### config.mk
export PLATFORM = sky130hd
export DESIGN_NAME = vgs_sequencer
export DESIGN_NICKNAME = d
export VERILOG_FILES = /design/src/vgs_pkg.sv /design/src/vgs_sequencer.sv
export VERILOG_INCLUDE_DIRS = /design/src
export SDC_FILE = /design/constraint.sdc
export NUM_CORES = 1
export LEC_CHECK = 0
export BUFFER_PORTS_ARGS = -buffer_cell sky130_fd_sc_hd__buf_4
export CAP_MARGIN = 25
export CORE_ASPECT_RATIO = 1.4
export CORE_MARGIN = 2
export CORE_UTILIZATION = 55
export CTS_CLUSTER_DIAMETER = 30
export DETAILED_ROUTE_END_ITERATION = 12
export PLACE_DENSITY = 0.81
export SETUP_SLACK_MARGIN = 0.05
export SYNTH_ARGS = -nofsm -noshare
export SYNTH_HDL_FRONTEND = slang
export SYNTH_SLANG_ARGS = --single-unit
### constraint.sdc
create_clock -name i_core_clk -period 8.82 [get_ports i_core_clk]
set_clock_uncertainty 0.1 [all_clocks]
set_input_delay 0 -clock i_core_clk [delete_from_list [all_inputs] [get_ports i_core_clk]]
set_output_delay 0 -clock i_core_clk [all_outputs]
set_load 0.02 [all_outputs]
### src/vgs_defs.svh
// constants of the voice group sequencer: field positions, reset values, times
`ifndef VGS_DEFS_SVH
`define VGS_DEFS_SVH
`define VGS_CLK_HZ 100000000
`define VGS_DEB_LONG_MS 50
`define VGS_DEB_SHORT_US 400
`define VGS_POR_MS 160
`define VGS_BLINK_HZ 3
`define VGS_RATE0_HZ 4000
`define VGS_RATE1_HZ 4800
`define VGS_RATE2_HZ 6000
`define VGS_RATE3_HZ 8000
`define VGS_POI_GROUP 8'h20
`define VGS_EN_RST 8'hff
`define VGS_STOP_RST 3'h7
`define VGS_PTR_RST 8'h00
// mode nibble holds option register bits 7:4, so these index the nibble
`define VGS_MODE_RST 4'hf
`define VGS_MODE_BLINK 3
`define VGS_MODE_PIN4SEL 2
`define VGS_MODE_PINFN 1
`define VGS_MODE_DEB 0
// program word fields
`define VGS_OP_HI 23
`define VGS_OP_LO 20
`define VGS_COND_HI 19
`define VGS_COND_LO 18
`define VGS_TSEL_HI 17
`define VGS_TSEL_LO 16
`define VGS_TLVL 15
`define VGS_OPND_HI 7
`define VGS_JPIMM_HI 6
`define VGS_GR_HI 3
`define VGS_REP_HI 19
`define VGS_REP_LO 17
`define VGS_RATE_HI 16
`define VGS_RATE_LO 15
`define VGS_LAMP 14
`define VGS_SND_HI 13
`define VGS_SIL_HI 16
`endif

### src/vgs_pkg.sv
// types of the voice group sequencer
package vgs_pkg;
  typedef enum logic [3:0] {
    VGS_OP_END = 4'h0,
    VGS_OP_LD_PTR = 4'h1,
    VGS_OP_LD_EN = 4'h2,
    VGS_OP_LD_STOP = 4'h3,
    VGS_OP_LD_MODE = 4'h4,
    VGS_OP_JP_IMM = 4'h5,
    VGS_OP_JP_PTR = 4'h6,
    VGS_OP_SECTION = 4'h7,
    VGS_OP_SILENCE = 4'h8,
    VGS_OP_GR = 4'h9,
    VGS_OP_GR_END = 4'ha
  } vgs_op_t;
  typedef enum logic [1:0] {
    VGS_CND_NONE = 2'h0,
    VGS_CND_LAST = 2'h1,
    VGS_CND_PIN = 2'h2
  } vgs_cond_t;
  typedef enum logic [2:0] {S_POR, S_FETCH, S_PLAY, S_SILENCE, S_IDLE} vgs_state_t;
endpackage : vgs_pkg

### src/vgs_sequencer.sv
// voice group sequencer: trigger debounce, program execution, lamp and halt outputs
`timescale 1ns/1ps
`include "vgs_defs.svh"
module vgs_sequencer #(
  parameter int DEB_LONG_CYC = `VGS_CLK_HZ / 1000 * `VGS_DEB_LONG_MS,
  parameter int DEB_SHORT_CYC = `VGS_CLK_HZ / 1000000 * `VGS_DEB_SHORT_US,
  parameter int POR_CYC = `VGS_CLK_HZ / 1000 * `VGS_POR_MS,
  parameter int BLINK_HALF_CYC = `VGS_CLK_HZ / (2 * `VGS_BLINK_HZ),
  parameter int RATE0_CYC = `VGS_CLK_HZ / `VGS_RATE0_HZ,
  parameter int RATE1_CYC = `VGS_CLK_HZ / `VGS_RATE1_HZ,
  parameter int RATE2_CYC = `VGS_CLK_HZ / `VGS_RATE2_HZ,
  parameter int RATE3_CYC = `VGS_CLK_HZ / `VGS_RATE3_HZ,
  parameter int CNT_W = 25,
  parameter int PC_W = 8
) (
  input wire logic i_core_clk,
  input wire logic i_rst_n,
  input wire logic i_trigger_in_one,
  input wire logic i_trigger_in_two,
  input wire logic i_trigger_in_three,
  input wire logic i_shared_pin_four,
  output logic o_shared_pin_four,
  output logic o_shared_pin_four_oe_n,
  output logic o_lamp_out_one,
  output logic o_halt_signal_a,
  output logic o_halt_signal_b,
  output logic [8+PC_W-1:0] o_prog_addr,
  input wire logic [23:0] i_prog_word,
  output logic o_play_start,
  output logic o_play_abort,
  output logic [13:0] o_play_sound,
  output logic [1:0] o_play_rate,
  output logic o_sample_tick,
  output logic o_mute,
  output logic o_busy,
  input wire logic i_play_done
);
  // ==========================================================
  // trigger synchronise and debounce
  logic [3:0] trg_raw;
  logic [3:0] trg_lvl;
  logic [3:0] trg_rise;
  logic [3:0] trg_fall;
  logic [3:0] mode_q;
  logic [CNT_W-1:0] deb_lim;
  assign trg_raw = {i_shared_pin_four, i_trigger_in_three, i_trigger_in_two, i_trigger_in_one};
  assign deb_lim = mode_q[`VGS_MODE_DEB] ? CNT_W'(DEB_LONG_CYC) : CNT_W'(DEB_SHORT_CYC);
  for (genvar g = 0; g < 4; g++) begin : g_deb
    logic s1_q;
    logic s2_q;
    logic lvl_q;
    logic rise_q;
    logic fall_q;
    logic [CNT_W-1:0] cnt_q;
    always_ff @(posedge i_core_clk) begin
      if (!i_rst_n) begin
        s1_q <= 1'b1;
        s2_q <= 1'b1;
      end else begin
        s1_q <= trg_raw[g];
        s2_q <= s1_q;
      end
    end
    // pull-up idle level is high, so the debounced level starts high
    always_ff @(posedge i_core_clk) begin
      if (!i_rst_n) begin
        lvl_q <= 1'b1;
        cnt_q <= '0;
        rise_q <= 1'b0;
        fall_q <= 1'b0;
      end else begin
        rise_q <= 1'b0;
        fall_q <= 1'b0;
        if (s2_q == lvl_q) begin
          cnt_q <= '0;
        end else if (cnt_q >= deb_lim - CNT_W'(1)) begin
          lvl_q <= s2_q;
          cnt_q <= '0;
          rise_q <= s2_q;
          fall_q <= !s2_q;
        end else begin
          cnt_q <= cnt_q + CNT_W'(1);
        end
      end
    end
    assign trg_lvl[g] = lvl_q;
    assign trg_rise[g] = rise_q;
    assign trg_fall[g] = fall_q;
  end

  // ==========================================================
  // decode and interrupt selection
  vgs_pkg::vgs_state_t state_q;
  logic [7:0] group_q;
  logic [PC_W-1:0] pc_q;
  logic [7:0] ptr_q;
  logic [7:0] en_q;
  logic [2:0] stop_q;
  logic [3:0] gr_q;
  logic [3:0] pass_q;
  logic [PC_W-1:0] loop_pc_q;
  logic [2:0] rep_q;
  logic lamp_flag_q;
  logic [16:0] sil_q;
  logic tick;
  vgs_pkg::vgs_op_t op;
  vgs_pkg::vgs_cond_t cnd;
  logic cond_ok;
  logic [7:0] ev;
  logic irq;
  logic [7:0] irq_grp;
  logic exec;
  logic [1:0] tsel;

  assign op = vgs_pkg::vgs_op_t'(i_prog_word[`VGS_OP_HI:`VGS_OP_LO]);
  assign cnd = vgs_pkg::vgs_cond_t'(i_prog_word[`VGS_COND_HI:`VGS_COND_LO]);
  assign tsel = i_prog_word[`VGS_TSEL_HI:`VGS_TSEL_LO];
  assign o_prog_addr = {group_q, pc_q};
  // edge vector order matches entry groups 7..0; trigger four edges dead while pin four is an output
  assign ev = {trg_rise[3] & mode_q[`VGS_MODE_PINFN], trg_rise[2:0],
               trg_fall[3] & mode_q[`VGS_MODE_PINFN], trg_fall[2:0]} & en_q;
  assign irq = |ev;
  assign exec = (state_q == vgs_pkg::S_FETCH) && !irq;

  always_comb begin
    irq_grp = 8'h00;
    for (int i = 7; i >= 0; i--) begin
      if (ev[i]) begin
        irq_grp = 8'(i);
      end
    end
  end

  always_comb begin
    unique case (cnd)
      vgs_pkg::VGS_CND_NONE: cond_ok = 1'b1;
      vgs_pkg::VGS_CND_LAST: cond_ok = (pass_q == gr_q);
      vgs_pkg::VGS_CND_PIN: cond_ok = (trg_lvl[tsel] == i_prog_word[`VGS_TLVL]);
      default: cond_ok = 1'b0;
    endcase
  end

  // ==========================================================
  // program loads of the four registers
  always_ff @(posedge i_core_clk) begin
    if (!i_rst_n) begin
      ptr_q <= `VGS_PTR_RST;
      en_q <= `VGS_EN_RST;
      stop_q <= `VGS_STOP_RST;
      mode_q <= `VGS_MODE_RST;
    end else if (exec) begin
      if (op == vgs_pkg::VGS_OP_LD_MODE) begin
        mode_q <= i_prog_word[`VGS_OPND_HI:4];
      end else if (cond_ok) begin
        if (op == vgs_pkg::VGS_OP_LD_PTR) begin
          ptr_q <= i_prog_word[`VGS_OPND_HI:0];
        end
        if (op == vgs_pkg::VGS_OP_LD_EN) begin
          en_q <= i_prog_word[`VGS_OPND_HI:0];
        end
        if (op == vgs_pkg::VGS_OP_LD_STOP) begin
          stop_q <= i_prog_word[2:0];
        end
      end
    end
  end

  // ==========================================================
  // power-on delay
  logic [CNT_W-1:0] por_q;
  always_ff @(posedge i_core_clk) begin
    if (!i_rst_n) begin
      por_q <= '0;
    end else if (state_q == vgs_pkg::S_POR) begin
      por_q <= por_q + CNT_W'(1);
    end
  end

  // ==========================================================
  // sequencer
  always_ff @(posedge i_core_clk) begin
    if (!i_rst_n) begin
      state_q <= vgs_pkg::S_POR;
      group_q <= 8'h00;
      pc_q <= '0;
      gr_q <= 4'h0;
      pass_q <= 4'h0;
      loop_pc_q <= '0;
      rep_q <= 3'h0;
      lamp_flag_q <= 1'b0;
      o_play_sound <= 14'h0000;
      o_play_rate <= 2'h0;
      sil_q <= 17'h0_0000;
    end else if (irq) begin
      state_q <= vgs_pkg::S_FETCH;
      group_q <= irq_grp;
      pc_q <= '0;
      gr_q <= 4'h0;
      pass_q <= 4'h0;
    end else begin
      unique case (state_q)
        vgs_pkg::S_POR: begin
          if (por_q >= CNT_W'(POR_CYC - 1)) begin
            state_q <= vgs_pkg::S_FETCH;
            group_q <= `VGS_POI_GROUP;
            pc_q <= '0;
          end
        end
        vgs_pkg::S_FETCH: begin
          pc_q <= pc_q + PC_W'(1);
          unique case (op)
            vgs_pkg::VGS_OP_END: state_q <= vgs_pkg::S_IDLE;
            vgs_pkg::VGS_OP_JP_IMM: begin
              if (cond_ok) begin
                group_q <= {1'b0, i_prog_word[`VGS_JPIMM_HI:0]};
                pc_q <= '0;
              end
            end
            vgs_pkg::VGS_OP_JP_PTR: begin
              if (cond_ok) begin
                group_q <= ptr_q;
                pc_q <= '0;
              end
            end
            vgs_pkg::VGS_OP_GR: begin
              gr_q <= i_prog_word[`VGS_GR_HI:0];
              pass_q <= 4'h0;
              loop_pc_q <= pc_q + PC_W'(1);
            end
            vgs_pkg::VGS_OP_GR_END: begin
              if (pass_q != gr_q) begin
                pass_q <= pass_q + 4'h1;
                pc_q <= loop_pc_q;
              end
            end
            vgs_pkg::VGS_OP_SECTION: begin
              rep_q <= i_prog_word[`VGS_REP_HI:`VGS_REP_LO];
              o_play_rate <= i_prog_word[`VGS_RATE_HI:`VGS_RATE_LO];
              lamp_flag_q <= i_prog_word[`VGS_LAMP];
              o_play_sound <= i_prog_word[`VGS_SND_HI:0];
              state_q <= vgs_pkg::S_PLAY;
            end
            vgs_pkg::VGS_OP_SILENCE: begin
              sil_q <= i_prog_word[`VGS_SIL_HI:0];
              if (i_prog_word[`VGS_SIL_HI:0] != 17'h0_0000) begin
                state_q <= vgs_pkg::S_SILENCE;
              end
            end
            default: ;
          endcase
        end
        vgs_pkg::S_PLAY: begin
          if (i_play_done) begin
            if (rep_q > 3'h1) begin
              rep_q <= rep_q - 3'h1;
            end else begin
              state_q <= vgs_pkg::S_FETCH;
            end
          end
        end
        vgs_pkg::S_SILENCE: begin
          if (tick) begin
            sil_q <= sil_q - 17'h0_0001;
            if (sil_q == 17'h0_0001) begin
              state_q <= vgs_pkg::S_FETCH;
            end
          end
        end
        vgs_pkg::S_IDLE: ;
      endcase
    end
  end

  // ==========================================================
  // playback strobes
  always_ff @(posedge i_core_clk) begin
    if (!i_rst_n) begin
      o_play_start <= 1'b0;
      o_play_abort <= 1'b0;
    end else begin
      o_play_start <= (exec && op == vgs_pkg::VGS_OP_SECTION) ||
                      (!irq && state_q == vgs_pkg::S_PLAY && i_play_done && rep_q > 3'h1);
      o_play_abort <= irq && (state_q == vgs_pkg::S_PLAY || state_q == vgs_pkg::S_SILENCE);
    end
  end

  // ==========================================================
  // sample period timer, follows the last section rate
  logic [CNT_W-1:0] smp_q;
  logic [CNT_W-1:0] smp_lim;
  always_comb begin
    unique case (o_play_rate)
      2'h0: smp_lim = CNT_W'(RATE0_CYC);
      2'h1: smp_lim = CNT_W'(RATE1_CYC);
      2'h2: smp_lim = CNT_W'(RATE2_CYC);
      default: smp_lim = CNT_W'(RATE3_CYC);
    endcase
  end
  assign tick = (smp_q >= smp_lim - CNT_W'(1));
  always_ff @(posedge i_core_clk) begin
    if (!i_rst_n) begin
      smp_q <= '0;
      o_sample_tick <= 1'b0;
    end else begin
      smp_q <= tick ? '0 : smp_q + CNT_W'(1);
      o_sample_tick <= tick;
    end
  end

  // ==========================================================
  // blink timer and pins
  logic [CNT_W-1:0] blk_q;
  logic blink_q;
  logic lamp_on;
  always_ff @(posedge i_core_clk) begin
    if (!i_rst_n) begin
      blk_q <= '0;
      blink_q <= 1'b1;
    end else if (blk_q >= CNT_W'(BLINK_HALF_CYC - 1)) begin
      blk_q <= '0;
      blink_q <= !blink_q;
    end else begin
      blk_q <= blk_q + CNT_W'(1);
    end
  end
  // lamp phase is free running, so the first blink half may be short
  assign lamp_on = (state_q == vgs_pkg::S_PLAY) && lamp_flag_q &&
                   (mode_q[`VGS_MODE_BLINK] ? blink_q : 1'b1);
  always_ff @(posedge i_core_clk) begin
    if (!i_rst_n) begin
      o_lamp_out_one <= 1'b0;
      o_halt_signal_a <= 1'b1;
      o_halt_signal_b <= 1'b1;
      o_shared_pin_four <= 1'b1;
      o_shared_pin_four_oe_n <= 1'b1;
      o_mute <= 1'b1;
      o_busy <= 1'b0;
    end else begin
      o_lamp_out_one <= lamp_on;
      o_halt_signal_a <= stop_q[0];
      o_halt_signal_b <= stop_q[1];
      o_shared_pin_four_oe_n <= mode_q[`VGS_MODE_PINFN];
      o_shared_pin_four <= mode_q[`VGS_MODE_PIN4SEL] ? lamp_on : stop_q[2];
      o_mute <= (state_q != vgs_pkg::S_PLAY);
      o_busy <= (state_q != vgs_pkg::S_IDLE) && (state_q != vgs_pkg::S_POR);
    end
  end
endmodule : vgs_sequencer

Word-level counts from Yosys, hierarchy flattened
Index checks and enable logic that the tools add are counted.
{"block": "totals", "word_cells": 243, "n_memories": 0, "reg_bits": 301, "mem_bits_ro": 0, "mem_bits_rw": 0, "latchBits": 0}
{"block": "op_classes", "order_cmp": 9, "n_reduce_logical": 61, "div_mod_pow": 0, "n_mux": 44, "add_sub_neg": 13, "bitwise_logic": 14, "mul": 0, "shift": 0, "eq_ne": 48}
{"op": "$add 25x1->25 const B", "count": 7}
{"op": "$ge 25x25->1", "count": 5}
{"op": "$mux 8", "count": 14}
{"op": "$pmux 8 s2", "count": 4}
{"op": "$ge 25x24->1 const B", "count": 2}
{"op": "$pmux 15 s3", "count": 1}
{"op": "$mux 17", "count": 2}
{"op": "$pmux 17 s2", "count": 1}
{"op": "$mux 3", "count": 10}
{"op": "$sub 25x1->25 const B", "count": 1}
{"op": "$reduce_or 3->1", "count": 8}
{"op": "$sub 23x1->24 const B", "count": 1}
{"op": "$mux 23", "count": 1}
{"op": "$ne 3x3->1 const B", "count": 6}
{"op": "$eq 17x1->1 const B", "count": 1}
{"op": "$reduce_bool 17->1", "count": 1}
{"op": "$sub 17x1->17 const B", "count": 1}
{"op": "$eq 4x3->1 const B", "count": 4}
{"op": "$reduce_and 4->1", "count": 4}
{"op": "$reduce_and 8->1", "count": 2}
{"op": "$reduce_and 2->1", "count": 7}
{"op": "$eq 4x4->1 const B", "count": 3}
{"op": "$ne 2x2->1 const B", "count": 6}
{"op": "$ne 4x4->1 const B", "count": 3}
{"op": "45 further kinds", "count": 94}

Depth between registers and ports, before layout
{"block": "depth", "word_depth": 11, "mapped_depth": 13}

Least setup slack after synthesis
OpenSTA, ideal clock, no wires.
{"block": "synth_path", "path_kind": "reg2reg", "from": "register mode_q[0]", "to": "register g_deb[2].cnt_q[10]", "setup_ns": 0.064, "setup_slack_ns": 5.573, "stages_incl_launch_ff": 12, "n_path_buf": 2, "arrival_ns": 3.083, "cell_sequence": "dfxtp_1 > inv_1 > ha_1 > a21oi_1 > o21ai_0 > a2111oi_0 > nand3_1 > o21a_1 > or3_1 > clkbuf_1 > buf_2 > nor2_1"}
{"block": "synth_between", "elab_chain_cells": 4}
{"item": "start: declaration", "line_no": "vgs_sequencer.sv:44", "source": "logic [3:0] mode_q;"}
{"item": "start signal: assignment", "line_no": "vgs_sequencer.sv:150", "source": "mode_q <= `VGS_MODE_RST;"}
{"item": "start signal: assignment", "line_no": "vgs_sequencer.sv:153", "source": "mode_q <= i_prog_word[`VGS_OPND_HI:4];"}
{"item": "$mux 23", "line_no": "vgs_sequencer.sv:47", "source": "assign deb_lim = mode_q[`VGS_MODE_DEB] ? CNT_W'(DEB_LONG_CYC) : CNT_W'(DEB_SHORT_CYC);"}
{"item": "$sub 23x1->24", "line_no": "vgs_sequencer.sv:76", "source": "end else if (cnt_q >= deb_lim - CNT_W'(1)) begin"}
{"item": "$ge 25x25->1", "line_no": "vgs_sequencer.sv:76"}
{"item": "$reduce_or 3->1 (no line)"}
{"item": "end signal: assignment", "line_no": "vgs_sequencer.sv:82", "source": "cnt_q <= cnt_q + CNT_W'(1);"}
{"item": "end: declaration", "line_no": "vgs_sequencer.sv:54", "source": "logic [CNT_W-1:0] cnt_q;"}
No other way between the ends.
A chain may end at the register's enable or synchronous reset.

Worst setup path in the final report
{"block": "layout_path", "from": "register mode_q[0]", "to": "register g_deb[0].cnt_q[6]"}
{"block": "layout_between", "elab_chain_cells": 4}
{"item": "$mux 23", "line_no": "vgs_sequencer.sv:47"}
{"item": "$sub 23x1->24", "line_no": "vgs_sequencer.sv:76"}
{"item": "$ge 25x25->1", "line_no": "vgs_sequencer.sv:76"}
{"item": "$reduce_or 3->1 (no line)"}
{"item": "end signal: assignment", "line_no": "vgs_sequencer.sv:82"}
{"item": "end: declaration", "line_no": "vgs_sequencer.sv:54"}
No other way between the ends.

==> flow_metrics.tcl <==
set metrics [dict create \
    io_pins 73 \
    whs_ns 0.1877 \
    n_antenna_cell 0 \
    grt_first_pass_wirelength_mm 55.79 \
    worst_path_max_delay_cell "nand3_1" \
    multi_input_area_mm2 0.007764 \
    via_per_inst 5.698 \
    slew_viol_final 0 \
    die_h_um 193.5 \
    r2r_start "mode_q[0]" \
    crit_start "mode_q[0]" \
    core_mm2 0.02530 \
    grt_max_degree 80 \
    final_nets 1865 \
    final_core_util_pct 66.49 \
    routed_wl_mm 33.31 \
    seqCellArea_mm2 0.006026 \
    synth_area_per_cell_um2 8.561 \
    synth_cells 1648 \
    cts_root_buf "clkbuf_16" \
    ir_drop_v 0.0001772 \
    finalHoldViolations 0 \
    max_cap_viol_count 0 \
    gp_congestion 0.8898 \
    leakagePower_nw 6.451 \
    r2r_slack_ns 4.55 \
    synth.top_cell.area_share_pct 42.71 \
    min_period_ns 4.273 \
    setup_viol 0 \
    switching_share_pct 25.26 \
    cts_tree "built" \
    cts_sinks 301 \
    cts_made_buffers 44 \
    slew_headroom_pct 37.71 \
    fin_cells 2118 \
    row_count 69 \
    drt_iter0_drc 688 \
    crit_chain "inv_1 > ha_1 > a21o_1 > a211o_1 > a311oi_1 > a21oi_1 > o22ai_1 > nand3_1 > nor2_1" \
    path_max_fanout 24 \
    io_buffers 72 \
    pre_cts_ws_ns 4.617 \
    p_int_w 0.002589 \
    grt.overflow.total 0 \
    vias 12070 \
    tightestPinTransition_ns 0.9343 \
    startpoint_type "register" \
    drt-pass1-iter-count 5 \
    pwr-share-clk_pct 52.2 \
    nFillCells 1952 \
    hp-class "in -> reg" \
    netlist_area_mm2 0.01411 \
    ys.flop_type "dfxtp_1" \
    die_w_um 139.4 \
    crit_type "reg -> reg" \
    cts.clk_slew.worst_paths_ns 0.06 \
    ys_ff_latch 301 \
    crit_path_max_incr_delay_ns 0.74 \
    async_reset_ff_share_pct 0 \
    post-route-drc-count 0 \
    worstSkewPairLatency_ns 0.54 \
    arrival_ns 4.62 \
    die-area_mm2 0.02697 \
    rr_worst_depth 9 \
    critPathCapture "g_deb[0].cnt_q[6]" \
    rsz0062_at_grt "no" \
    grt_pass1_vias 12090 \
    yosysWarnings 0 \
    yosysTopAreaCell "dfxtp_1" \
    synth_area_leaders "dfxtp_1, nor2_1, ha_1" \
    syn2layout_area_growth_pct 19.21 \
    pwr_density_cell_mw_per_mm2 206.0 \
    cts.htree.levels 2 \
    dp.cells 1998 \
    worstSetupEndpointType "register" \
    final_antenna_net_count 0 \
    crit_required_ns 9.17 \
    drive_above_1_share_pct 9.283 \
    period_share_pct 48.45 \
    p_sw_w 0.0008751 \
    cts.repair.resized 0 \
    status "completed" \
    grt.total_usage_pct 24.32 \
    seqPwrFrac_pct 40.8 \
    max_freq_mhz 234.0 \
    fin_tns_setup_ns 0 \
    cts_max_path_buffers 3 \
    comb_power_share_pct 7.0 \
    dp_hpwl_mm 21.98 \
    antenna_found_initial 0 \
    synth_edf_count 0 \
    fin_ws_ns 4.547 \
    initial_core_util_pct 55.77 \
    synth-seq-area-share_pct 42.71 \
    reg2reg_to "g_deb[0].cnt_q[6]" \
    avgRoutedWirePerCell_um 15.73 \
    yosys.cell_types.count 64 \
]
==> power by group through the flow <==
stage / combinational, W / sequential [W] / clock, W
after detailed placement: 0.000223 / 0.00144 / 0
final: 0.000242 / 0.00141 / 0.00181
after CTS: 0.000237 / 0.00141 / 0.00184
after global routing: 0.000263 / 0.00142 / 0.00189
after global placement: 0.000219 / 0.00144 / 0
after floorplan: 0.000150 / 0.00144 / 0
==> sequential cells by signal (all words and copies together) (netlist names), 8 cells and up <==
signal,count
en_q,8
g_deb.cnt_q,100
smp_q,25
por_q,25
o_play_sound,14
group_q,8
blk_q,25
pc_q,8
sil_q,17
ptr_q,8
loop_pc_q,8
==> critical path: cells and delay by family (launching register included) <==
kind / cells / cell delay [ns]
AO/OA/AOI/OAI: 5 / 1.21
adder cells (fa/ha/maj): 1 / 0.50
buffers and inverters: 1 / 0.61
flip-flops: 1 / 0.70
AND/OR/NAND/NOR: 2 / 1.05
==> timing repair <==
action / 4_1_cts / 5_1_grt
hold buffers: 37 / 0
setup buffers: 0 / 0
hold endpoints to repair: 104 / 0
==> synth_stat cells (4+ instances only) <==
master / instances
dfxtp_1: 301
a311oi_1: 5
a21o_1: 13
o22ai_1: 5
a22o_1: 5
and2_1: 7
xor2_1: 93
clkbuf_1: 47
nor2_1: 283
nand2b_1: 21
inv_1: 36
or4_1: 6
or2_0: 4
nor2b_1: 4
nor3_1: 27
nand3_1: 83
o211ai_1: 11
buf_2: 9
a31oi_1: 6
nor4b_1: 4
o21ai_0: 45
a211o_1: 5
o41ai_1: 7
a22oi_1: 9
and4_1: 13
a21oi_1: 67
nor4_1: 20
a211oi_1: 10
nand2_1: 176
nand4_1: 32
ha_1: 69
xnor2_1: 69
o31ai_1: 9
mux2i_1: 39
and3_1: 34
nor3b_1: 8
or3_1: 15
o21a_1: 7
==> layout by cell type, fill, tap and decap left out, types with 34 or more instances in the layout <==
master | Yosys | routed
dfxtp_1 | 301 | 301
nor2_1 | 283 | 283
nand2_1 | 176 | 176
xor2_1 | 93 | 93
nand3_1 | 83 | 83
buf_4 | 0 | 77
xnor2_1 | 69 | 69
ha_1 | 69 | 69
a21oi_1 | 67 | 67
o21ai_0 | 45 | 45
clkbuf_16 | 0 | 45
mux2i_1 | 39 | 39
dlygate4sd3_1 | 0 | 37
inv_1 | 36 | 35
and3_1 | 34 | 34
==> through the flow <==
step           area, µm²  power (W)
3_3_place_gp       14890   0.001660
2_1_floorplan      14160   0.001590
6_report           16820   0.003464
4_1_cts            16790   0.003485
3_5_place_dp       14890   0.001664
5_1_grt            16820   0.003573
==> cells by family after synthesis <==
family,Yosys count,synth area share [%]
simple gates,754,25.11
buf+inv,93,2.607
flops,301,42.71
compound gates,228,10.45
mux,40,2.927
xor+xnor,162,10.06
fa+ha+maj,69,6.119
other cells,1,0.02658
==> layout make-up <==
type                       instances  share of cell area, %
multi-input combinational       1267                  46.16
clock inverter                    33                  2.366
sequential                       301                  35.83
tap                              319                  2.373
clock buffer                      47                  6.740
timing repair buffer             115                  5.728
inverter                          36                 0.8035
==> per-layer routing <==
| metal | GRT usage, % | share of wire (%) | vias to the layer above |
|---|---|---|---|
| met3 | 4.530 | 4.6 | 100 |
| met4 | 12.94 | 4.6 | 0 |
| met5 | 0 | 0 | - |
| met1 | 27.53 | 41 | 5694 |
| met2 | 43.06 | 50 | 312 |
| li1 | - | - | 5962 |
==> worst min-delay path by stage <==
| stage | startpoint | endpoint | slack [ns] | depth (start not counted) |
|---|---|---|---|---|
| floorplan | i_trigger_in_one | g_deb[0].s1_q | 0.001 | 1 |
| global placement | i_trigger_in_three | g_deb[2].s1_q | 0.08 | 2 |
| detailed placement | i_trigger_in_three | g_deb[2].s1_q | 0.09 | 2 |
| CTS | i_prog_word[8] | o_play_sound[8] | 0.16 | 4 |
| global route | i_prog_word[9] | o_play_sound[9] | 0.21 | 4 |
| finish | i_prog_word[10] | o_play_sound[10] | 0.19 | 4 |
Power figures use the tool's default switching activity.
